[src/common/tmr8_pkg.sv]
/*
 tmr8 package: register offsets, field positions, reset values and mode codes
 for the 8-bit timer with clear-on-match and two PWM modes.
 assumes a classic Wishbone slave with 32-bit data and byte addresses.
*/
`default_nettype none
package tmr8_pkg;
    localparam int unsigned TMR8_AW = 5;
    // byte addresses of the register words
    localparam logic [4:0] TMR8_CTRL_OFS = 5'h00;
    localparam logic [4:0] TMR8_CNT_OFS = 5'h04;
    localparam logic [4:0] TMR8_CMPA_OFS = 5'h08;
    localparam logic [4:0] TMR8_CMPB_OFS = 5'h0C;
    localparam logic [4:0] TMR8_FLAG_OFS = 5'h10;
    localparam logic [4:0] TMR8_DIR_OFS = 5'h14;
    // control word fields
    localparam int unsigned TMR8_MODE_LSB = 0;
    localparam int unsigned TMR8_PRE_LSB = 4;
    localparam int unsigned TMR8_ACTB_LSB = 8;
    localparam int unsigned TMR8_ACTA_LSB = 10;
    // flag word fields
    localparam int unsigned TMR8_FLG_OVF = 0;
    localparam int unsigned TMR8_FLG_CMPA = 1;
    localparam int unsigned TMR8_FLG_CMPB = 2;
    localparam logic [7:0] TMR8_BOTTOM = 8'h00;
    localparam logic [7:0] TMR8_MAX = 8'hFF;
    localparam logic [7:0] TMR8_ZERO8 = 8'h00;
    localparam logic [31:0] TMR8_ZERO32 = 32'h0000_0000;
    // waveform mode select codes
    localparam logic [2:0] TMR8_M_PC8 = 3'h1;
    localparam logic [2:0] TMR8_M_CTC = 3'h2;
    localparam logic [2:0] TMR8_M_FAST8 = 3'h3;
    localparam logic [2:0] TMR8_M_PCA = 3'h5;
    localparam logic [2:0] TMR8_M_FASTA = 3'h7;
    // output action codes
    localparam logic [1:0] TMR8_ACT_OFF = 2'h0;
    localparam logic [1:0] TMR8_ACT_TGL = 2'h1;
    localparam logic [1:0] TMR8_ACT_CLR = 2'h2;
    localparam logic [1:0] TMR8_ACT_SET = 2'h3;
    // prescale select codes and divide counts
    localparam logic [2:0] TMR8_PRE_STOP = 3'h0;
    localparam logic [2:0] TMR8_PRE_1 = 3'h1;
    localparam logic [2:0] TMR8_PRE_8 = 3'h2;
    localparam logic [2:0] TMR8_PRE_64 = 3'h3;
    localparam logic [2:0] TMR8_PRE_256 = 3'h4;
    localparam logic [2:0] TMR8_PRE_1024 = 3'h5;
    localparam logic [9:0] TMR8_DIV_8 = 10'h007;
    localparam logic [9:0] TMR8_DIV_64 = 10'h03F;
    localparam logic [9:0] TMR8_DIV_256 = 10'h0FF;
    localparam logic [9:0] TMR8_DIV_1024 = 10'h3FF;
    localparam logic [9:0] TMR8_DIV_ONE = 10'h001;
    localparam logic [9:0] TMR8_DIV_CLR = 10'h000;
    typedef enum logic [1:0] {
        TMR8_DIR_UP = 2'b00,
        TMR8_DIR_DOWN = 2'b01
    } tmr8_dir_e;
endpackage
`default_nettype wire

[src/rtl/tmr8_core.sv]
/*
 tmr8_core: 8-bit timer/counter with clear-on-match, fast PWM and
 phase-correct PWM, two waveform outputs and a Wishbone register port.
 assumes one clock, a synchronous reset and a classic Wishbone master.
*/
`default_nettype none
// Contract
// - mode 2 clears counter after compare A match
// - clear-on-match compare A writes act immediately
// - clear-on-match sets compare A flag at top
// - action 1 toggles output A on match
// - output drives pin only when direction output
// - clear-on-match overflow set stepping max to zero
// - modes 3/7 single-slope, top FF or compare A
// - fast PWM action 2/3 match and bottom polarity
// - fast PWM clears counter cycle after top
// - fast PWM overflow flag set at top
// - PWM toggle on A only with mode high bit
// - PWM compare writes double buffered until counter reaches top
// - fast PWM extremes: spike or constant level
// - modes 1/5 dual-slope, top FF or compare A
// - phase-correct match polarity depends on direction
// - phase-correct reverses at top with no hold cycle
// - phase-correct overflow flag set at bottom
// - phase-correct extremes give constant levels
// - phase-correct symmetric output without match
// - prescale selectable 1, 8, 64, 256, 1024
// - match flag next cycle, write one clears
// - counter write blocks matches next timer cycle
// - reset clears both output latches
module tmr8_core
    import tmr8_pkg::*;
(
    input wire logic clk_i,
    input wire logic rst_i,
    input wire logic wb_cyc_i,
    input wire logic wb_stb_i,
    input wire logic wb_we_i,
    input wire logic [TMR8_AW-1:0] wb_adr_i,
    input wire logic [3:0] wb_sel_i,
    input wire logic [31:0] wb_dat_i,
    output logic [31:0] wb_dat_o,
    output logic wb_ack_o,
    output logic wave_output_a_o,
    output logic wave_output_a_oe_n_o,
    output logic wave_output_b_o,
    output logic wave_output_b_oe_n_o,
    output logic overflow_flag_o,
    output logic compare_a_match_flag_o,
    output logic compare_b_match_flag_o
);
    logic [2:0] mode_q;
    logic [2:0] pre_q;
    logic [1:0] act_a_q;
    logic [1:0] act_b_q;
    logic [1:0] dir_en_q;
    logic [7:0] cnt_q;
    logic [7:0] cmp_a_q;
    logic [7:0] cmp_b_q;
    logic [7:0] buf_a_q;
    logic [7:0] buf_b_q;
    logic [9:0] div_q;
    logic [2:0] flag_q;
    logic out_a_q;
    logic out_b_q;
    logic blk_q;
    logic ack_q;
    logic [31:0] rd_q;
    tmr8_dir_e dir_q;

    // bus decode
    wire bus_req = wb_cyc_i && wb_stb_i && !ack_q;
    wire bus_wr = bus_req && wb_we_i;
    wire sel_ctrl = wb_adr_i == TMR8_CTRL_OFS;
    wire sel_cnt = wb_adr_i == TMR8_CNT_OFS;
    wire sel_cmpa = wb_adr_i == TMR8_CMPA_OFS;
    wire sel_cmpb = wb_adr_i == TMR8_CMPB_OFS;
    wire sel_flag = wb_adr_i == TMR8_FLAG_OFS;
    wire sel_dir = wb_adr_i == TMR8_DIR_OFS;
    wire wr_ctrl0 = bus_wr && sel_ctrl && wb_sel_i[0];
    wire wr_ctrl1 = bus_wr && sel_ctrl && wb_sel_i[1];
    wire wr_cnt = bus_wr && sel_cnt && wb_sel_i[0];
    wire wr_cmpa = bus_wr && sel_cmpa && wb_sel_i[0];
    wire wr_cmpb = bus_wr && sel_cmpb && wb_sel_i[0];
    wire wr_flag = bus_wr && sel_flag && wb_sel_i[0];
    wire wr_dir = bus_wr && sel_dir && wb_sel_i[0];

    // mode decode
    wire is_ctc = mode_q == TMR8_M_CTC;
    wire is_fast = (mode_q == TMR8_M_FAST8) || (mode_q == TMR8_M_FASTA);
    wire is_pc = (mode_q == TMR8_M_PC8) || (mode_q == TMR8_M_PCA);
    wire is_pwm = is_fast || is_pc;
    wire top_is_a = (mode_q == TMR8_M_FASTA) || (mode_q == TMR8_M_PCA);
    wire mode_hi = mode_q[2];

    // prescaled timer enable
    logic [9:0] div_lim;
    always_comb begin
        case (pre_q)
            TMR8_PRE_8: div_lim = TMR8_DIV_8;
            TMR8_PRE_64: div_lim = TMR8_DIV_64;
            TMR8_PRE_256: div_lim = TMR8_DIV_256;
            TMR8_PRE_1024: div_lim = TMR8_DIV_1024;
            default: div_lim = TMR8_DIV_CLR;
        endcase
    end
    wire run = pre_q != TMR8_PRE_STOP;
    wire tick = run && (div_q == div_lim);

    // counting
    wire [7:0] top = (top_is_a || is_ctc) ? cmp_a_q : TMR8_MAX;
    wire at_top = cnt_q == top;
    wire at_bot = cnt_q == TMR8_BOTTOM;
    wire at_max = cnt_q == TMR8_MAX;
    wire match_a = (cnt_q == cmp_a_q) && !blk_q;
    wire match_b = (cnt_q == cmp_b_q) && !blk_q;
    wire pc_turn_dn = is_pc && dir_q == TMR8_DIR_UP && at_top;
    wire pc_turn_up = is_pc && dir_q == TMR8_DIR_DOWN && at_bot;
    wire going_up = (dir_q == TMR8_DIR_UP) && !at_top;
    wire fast_wrap = is_fast && at_top;
    wire ctc_wrap = is_ctc && match_a;
    wire pc_step_up = is_pc && (pc_turn_up || going_up);

    logic [7:0] cnt_nx;
    always_comb begin
        if (ctc_wrap || fast_wrap) begin
            cnt_nx = TMR8_BOTTOM;
        end else if (is_ctc || pc_step_up) begin
            cnt_nx = cnt_q + 8'h01;
        end else if (is_pc) begin
            cnt_nx = cnt_q - 8'h01;
        end else if (is_fast) begin
            cnt_nx = cnt_q + 8'h01;
        end else begin
            cnt_nx = cnt_q;
        end
    end

    // direction update for dual slope
    tmr8_dir_e dir_nx;
    always_comb begin
        if (pc_turn_dn) begin
            dir_nx = TMR8_DIR_DOWN;
        end else if (pc_turn_up || !is_pc) begin
            dir_nx = TMR8_DIR_UP;
        end else begin
            dir_nx = dir_q;
        end
    end

    // counter at top loads the double buffers
    wire reload = (is_fast && at_top) || (is_pc && at_top && dir_q == TMR8_DIR_UP);

    // flags
    wire ovf_ev = (is_ctc && at_max && !ctc_wrap) || (is_fast && at_top) || (is_pc && pc_turn_up);
    wire [2:0] flag_set = {match_b, match_a, ovf_ev} & {3{tick}};
    wire [2:0] flag_clr = wr_flag ? wb_dat_i[2:0] : 3'h0;

    // waveform latches
    function automatic logic wave_nx(input logic cur, input logic [1:0] act, input logic hit,
                                     input logic tgl_ok, input logic eq_top);
        logic r;
        r = cur;
        if (is_ctc) begin
            if (hit && act == TMR8_ACT_TGL) r = !cur;
            else if (hit && act == TMR8_ACT_CLR) r = 1'b0;
            else if (hit && act == TMR8_ACT_SET) r = 1'b1;
        end else if (is_fast) begin
            if (act == TMR8_ACT_TGL) begin
                if (hit && tgl_ok) r = !cur;
            end else if (act[1]) begin
                if (at_top) r = !act[0];
                else if (hit && !eq_top) r = act[0];
            end
        end else if (is_pc) begin
            if (act == TMR8_ACT_TGL) begin
                if (hit && tgl_ok) r = !cur;
            end else if (act[1]) begin
                if (eq_top && at_top && dir_q == TMR8_DIR_UP) r = !act[0];
                else if (hit && at_bot) r = act[0];
                else if (hit && dir_q == TMR8_DIR_UP && !eq_top) r = act[0];
                else if (hit && dir_q == TMR8_DIR_DOWN) r = !act[0];
                else if (pc_turn_dn && !eq_top && cnt_q > 8'h00 && r != act[0]) r = act[0];
            end
        end
        return r;
    endfunction

    wire a_eq_top = cmp_a_q == top;
    wire b_eq_top = cmp_b_q == top;
    wire out_a_nx = wave_nx(out_a_q, act_a_q, match_a, mode_hi, a_eq_top);
    wire out_b_nx = wave_nx(out_b_q, act_b_q, match_b, 1'b0, b_eq_top);

    // register read mux
    logic [31:0] rd_d;
    always_comb begin
        rd_d = TMR8_ZERO32;
        if (sel_ctrl) rd_d = {20'h0, act_a_q, act_b_q, 1'b0, pre_q, 1'b0, mode_q};
        else if (sel_cnt) rd_d = {24'h0, cnt_q};
        else if (sel_cmpa) rd_d = {24'h0, is_pwm ? buf_a_q : cmp_a_q};
        else if (sel_cmpb) rd_d = {24'h0, is_pwm ? buf_b_q : cmp_b_q};
        else if (sel_flag) rd_d = {29'h0, flag_q};
        else if (sel_dir) rd_d = {28'h0, out_b_q, out_a_q, dir_en_q};
    end

    always_ff @(posedge clk_i) begin
        if (rst_i) begin
            ack_q <= 1'b0;
            rd_q <= TMR8_ZERO32;
        end else begin
            ack_q <= bus_req;
            rd_q <= rd_d;
        end
    end

    always_ff @(posedge clk_i) begin
        if (rst_i) begin
            mode_q <= 3'h0;
            pre_q <= TMR8_PRE_STOP;
            act_a_q <= TMR8_ACT_OFF;
            act_b_q <= TMR8_ACT_OFF;
            dir_en_q <= 2'h0;
        end else begin
            if (wr_ctrl0) mode_q <= wb_dat_i[TMR8_MODE_LSB +: 3];
            if (wr_ctrl0) pre_q <= wb_dat_i[TMR8_PRE_LSB +: 3];
            if (wr_ctrl1) act_b_q <= wb_dat_i[TMR8_ACTB_LSB +: 2];
            if (wr_ctrl1) act_a_q <= wb_dat_i[TMR8_ACTA_LSB +: 2];
            if (wr_dir) dir_en_q <= wb_dat_i[1:0];
        end
    end

    always_ff @(posedge clk_i) begin
        if (rst_i || !run) div_q <= TMR8_DIV_CLR;
        else div_q <= tick ? TMR8_DIV_CLR : div_q + TMR8_DIV_ONE;
    end

    always_ff @(posedge clk_i) begin
        if (rst_i) begin
            cnt_q <= TMR8_ZERO8;
            dir_q <= TMR8_DIR_UP;
            blk_q <= 1'b0;
        end else begin
            if (wr_cnt) cnt_q <= wb_dat_i[7:0];
            else if (tick) cnt_q <= cnt_nx;
            if (tick) dir_q <= dir_nx;
            if (wr_cnt) blk_q <= 1'b1;
            else if (tick) blk_q <= 1'b0;
        end
    end

    always_ff @(posedge clk_i) begin
        if (rst_i) begin
            cmp_a_q <= TMR8_ZERO8;
            cmp_b_q <= TMR8_ZERO8;
            buf_a_q <= TMR8_ZERO8;
            buf_b_q <= TMR8_ZERO8;
        end else begin
            if (wr_cmpa) buf_a_q <= wb_dat_i[7:0];
            if (wr_cmpb) buf_b_q <= wb_dat_i[7:0];
            if (wr_cmpa && !is_pwm) cmp_a_q <= wb_dat_i[7:0];
            else if (tick && reload) cmp_a_q <= buf_a_q;
            if (wr_cmpb && !is_pwm) cmp_b_q <= wb_dat_i[7:0];
            else if (tick && reload) cmp_b_q <= buf_b_q;
        end
    end

    always_ff @(posedge clk_i) begin
        if (rst_i) begin
            flag_q <= 3'h0;
            out_a_q <= 1'b0;
            out_b_q <= 1'b0;
        end else begin
            flag_q <= (flag_q & ~flag_clr) | flag_set;
            if (tick) out_a_q <= out_a_nx;
            if (tick) out_b_q <= out_b_nx;
        end
    end

    assign wb_ack_o = ack_q;
    assign wb_dat_o = rd_q;
    assign wave_output_a_o = out_a_q;
    assign wave_output_b_o = out_b_q;
    assign wave_output_a_oe_n_o = !(dir_en_q[0] && act_a_q != TMR8_ACT_OFF);
    assign wave_output_b_oe_n_o = !(dir_en_q[1] && act_b_q != TMR8_ACT_OFF);
    assign overflow_flag_o = flag_q[TMR8_FLG_OVF];
    assign compare_a_match_flag_o = flag_q[TMR8_FLG_CMPA];
    assign compare_b_match_flag_o = flag_q[TMR8_FLG_CMPB];
endmodule
`default_nettype wire

[config.mk]
export PLATFORM = sky130hd
export DESIGN_NAME = tmr8_core
export DESIGN_NICKNAME = d
export VERILOG_FILES = /design/src/common/tmr8_pkg.sv /design/src/rtl/tmr8_core.sv
export SDC_FILE = /design/constraint.sdc
export NUM_CORES = 1
export LEC_CHECK = 0
export ABC_AREA = 1
export BUFFER_PORTS_ARGS = -buffer_cell sky130_fd_sc_hd__buf_4
export CAP_MARGIN = 20
export CORE_ASPECT_RATIO = 1.25
export CORE_MARGIN = 2
export CORE_UTILIZATION = 50
export CTS_CLUSTER_SIZE = 20
export DETAILED_ROUTE_END_ITERATION = 8
export GPL_TIMING_DRIVEN = 0
export PLACE_DENSITY = 0.72
export SYNTH_ARGS = -nofsm -noshare
export SYNTH_HDL_FRONTEND = slang
export SYNTH_SLANG_ARGS = --single-unit
[constraint.sdc]
create_clock -name clk_i -period 3.4 [get_ports clk_i]
set_input_delay 0.34 -clock clk_i [delete_from_list [all_inputs] [get_ports clk_i]]
set_output_delay 0.34 -clock clk_i [all_outputs]
set_load 0.005 [all_outputs]
==> metrics.txt <==
status=completed; Post-route DRC=0; CTS Buffer Depth=2; Fillers=1057; DP Area=5920 um2; vias in the first global route=5240; f_max=345 MHz; post-synth cell types=47; Hold-fix buffers, CTS=0; hpwl dp=13.4 mm; YS warnings=0; largest net degree at the start of global routing=15; HP Class=in -> reg; die area=11600 um2; width of the chip=96.6 um; post-synthesis mux area share=0.210%; Yosys top cell by area=dfxtp_1; CTS tree=built; ratio of cells with drive above 1 in the final layout=13.0%; simple-gate portion of the synthesized area=34.9%; routed len/inst=16.5 um; r2r setup slk=500 ps; GRT overflow=0; Core Area=10500 um2; Root Driver=clkbuf_16; WP data required=3630 ps; total power per unit cell area=353 nW/um2; antenna viol nets, final=0; worst slew pin tran=939 ps; ranking of synthesized cells by area=dfxtp_1 31%, nand2_1 15%, nor2_1 7.8%; Syn Inst Count=845; Slew headroom=36.9%; GPL Wtd Cong=0.979; CTS clk-pin slew, worst paths=70 ps; Post-Synthesis Cell Area=5360 um2; fin. max-slew vios=0; startpoint types=register; maximum fanout along the worst path=10; sequential fraction of the synthesis area=30.6%; final count of negative-setup-slack endpoints=0; diode count=0; post-synthesis compound-gate area fraction=18.6%; peak supply drop=0.309 mV; Post-CTS Resized=0; Post-CTS Setup Repair Bufs=0; final instance area=6260 um2; Total GRT Usage=31.1%; minimum clock period=2900 ps; Core Rows=42; maximum capacitance violations=0; Die Ht=120 um; LEAKAGE=2.88 nW; synth-to-layout area growth=16.8%; crit path DAT=3130 ps; starting density of the core=51.0%; fraction of the mapped netlist area in adder cells=1.17%; First DRT Iteration DRCs=598; kind of critical path=reg -> reg; Synth Area in XOR/XNOR=2.45%; dpl ws=564 ps; fin crit share=85.3%; first-pass GRT wire length=27.4 mm; # nets final=969; wirelength, routed=17.4 mm; IO Count=86; initial antenna violation count=0; worst skew pair latency=340 ps; Worst Setup End Kind=register; final worst slack=500 ps; Register-to-Register Path Depth=15; setup TNS=0 ps; Syn Area/Cell=6.34 um2; DRT Pass-1 Iters=8; Avg Vias per Cell=5.56; H-tree depth=3; Port Buf Inserts=43; cell depth of the worst hold path=2; largest family of logic cells by synthesized area=simple AND/OR/NAND/NOR gates; RSZ-0062 raised after global routing=no; DR vias=5871; synthesis-stage register bit count=82; final hold vios=0; share of the synthesized area in the top cell type=30.6%; skew final=7.57 ps; clock sinks=82; CTS Buf Count=9
[worst max-delay path, stage by stage, from the launching register on]
cell	delay, ps
dfxtp_1	410
inv_1	100
ha_1	350
nor2_1	100
nand3_1	90
nor2_1	100
a21oi_1	50
nor2_1	100
nand3_1	270
inv_1	360
nand3_2	250
nand2_4	220
nor2_2	60
buf_6	140
o21ai_1	120
a21oi_1	50
[metal layers]
metal / part of all wire, % / global-route usage, %
met5: 0 / 0
met4: 3.9 / 13.6
met3: 7.3 / 6.34
met2: 47 / 49.0
met1: 42 / 40.7
[cell usage in the layout, fill, tap and decap left out, types with 2 or more instances in the layout]
| cell | instances |
|---|---|
| a211oi_1 | 6 |
| a21oi_1 | 56 |
| a221oi_1 | 2 |
| a22oi_1 | 4 |
| a31oi_1 | 14 |
| buf_2 | 10 |
| buf_4 | 63 |
| buf_6 | 3 |
| bufinv_16 | 3 |
| clkbuf_1 | 14 |
| clkbuf_16 | 9 |
| clkinv_1 | 2 |
| conb_1 | 20 |
| dfxtp_1 | 82 |
| ha_1 | 5 |
| inv_1 | 82 |
| inv_2 | 4 |
| nand2_1 | 208 |
| nand2_2 | 5 |
| nand2_4 | 4 |
| nand3_1 | 61 |
| nand3_4 | 3 |
| nand4_1 | 11 |
| nor2_1 | 111 |
| nor2_2 | 3 |
| nor2_8 | 2 |
| nor3_1 | 11 |
| o211ai_1 | 6 |
| o21a_1 | 4 |
| o21ai_0 | 70 |
| o21ai_1 | 3 |
| o22ai_1 | 8 |
| or2_2 | 2 |
| xnor2_1 | 3 |
| xor2_1 | 12 |
[final timing paths]
kind                     end     start
setup / recovery  cmp_a_q[5]  pre_q[1]
hold / removal      wb_ack_o  wb_cyc_i
setup reg to reg  cmp_a_q[5]  pre_q[1]
hold reg to reg     div_q[0]  div_q[0]
[power breakdown]
| group | internal [W] | switching, W | total, W |
|---|---|---|---|
| sequential | 0.000962 | 0.00000180 | 0.000964 |
| combinational | 0.0000448 | 0.0000648 | 0.000110 |
| clock | 0.000721 | 0.000418 | 0.00114 |
[cell families (layout without fill, tap and decap cells)]
| kind of cell | count (synthesis) | in the layout |
|---|---|---|
| AO/OA/AOI/OAI | 178 | 178 |
| XOR/XNOR | 15 | 15 |
| adder cells (fa/ha/maj) | 5 | 5 |
| buffers and inverters | 138 | 197 |
| flip-flops | 82 | 82 |
| multiplexers | 1 | 1 |
| other | 1 | 20 |
| AND/OR/NAND/NOR | 425 | 425 |
[Yosys cell counts, drive strengths merged]
master     n
ha         5
nand4     12
nand2    217
clkinv     2
mux2       1
o21a       4
xor2      12
nor4       1
nand3     65
nor3      11
a22oi      4
o21bai     1
a32o       1
a2111oi    1
a22o       1
a221oi     2
a21oi     56
xnor2      3
buf       35
clkbuf    14
o211ai     6
a211oi     6
conb       1
or2        2
and3       1
dfxtp     82
inv       87
o21ai     73
o22ai      8
o221ai     1
nor2     116
a31oi     14
[area by class of cell]
type	instances	area (um2)	share of cell area (%)
clock buffers	10	229	3.66
plain buffers	49	307	4.90
inverters	89	337	5.38
clock inverters	6	113	1.80
repair buffers	43	323	5.16
multi-input cells	644	3150	50.2
well taps	132	165	2.64
flip-flops and latches	82	1640	26.2
[state kept, by name (all words and copies together), names as in the netlist]
name and flops:
wb_dat_o 12, div_q 10, buf_a_q 8, buf_b_q 8
cmp_a_q 8, cmp_b_q 8, cnt_q 8, flag_q 3
mode_q 3, pre_q 3, act_a_q 2, act_b_q 2
dir_en_q 2, blk_q 1, dir_q 1, wave_output_a_o 1
wave_output_b_o 1, wb_ack_o 1
[per-stage QoR]
step / instances / hold slack [ps] / util [%] / total power, W
floorplan: 864 / 430 / - / 0.00104
global placement: 1039 / 446 / 56.3 / 0.00109
detailed placement: 1039 / 455 / 56.3 / 0.00109
CTS: 1055 / 247 / 59.6 / 0.00222
global route: 1055 / 251 / 59.6 / 0.00227
finish: 1055 / 248 / 59.6 / 0.00221
No activity file was read; power rests on OpenSTA's default activity.
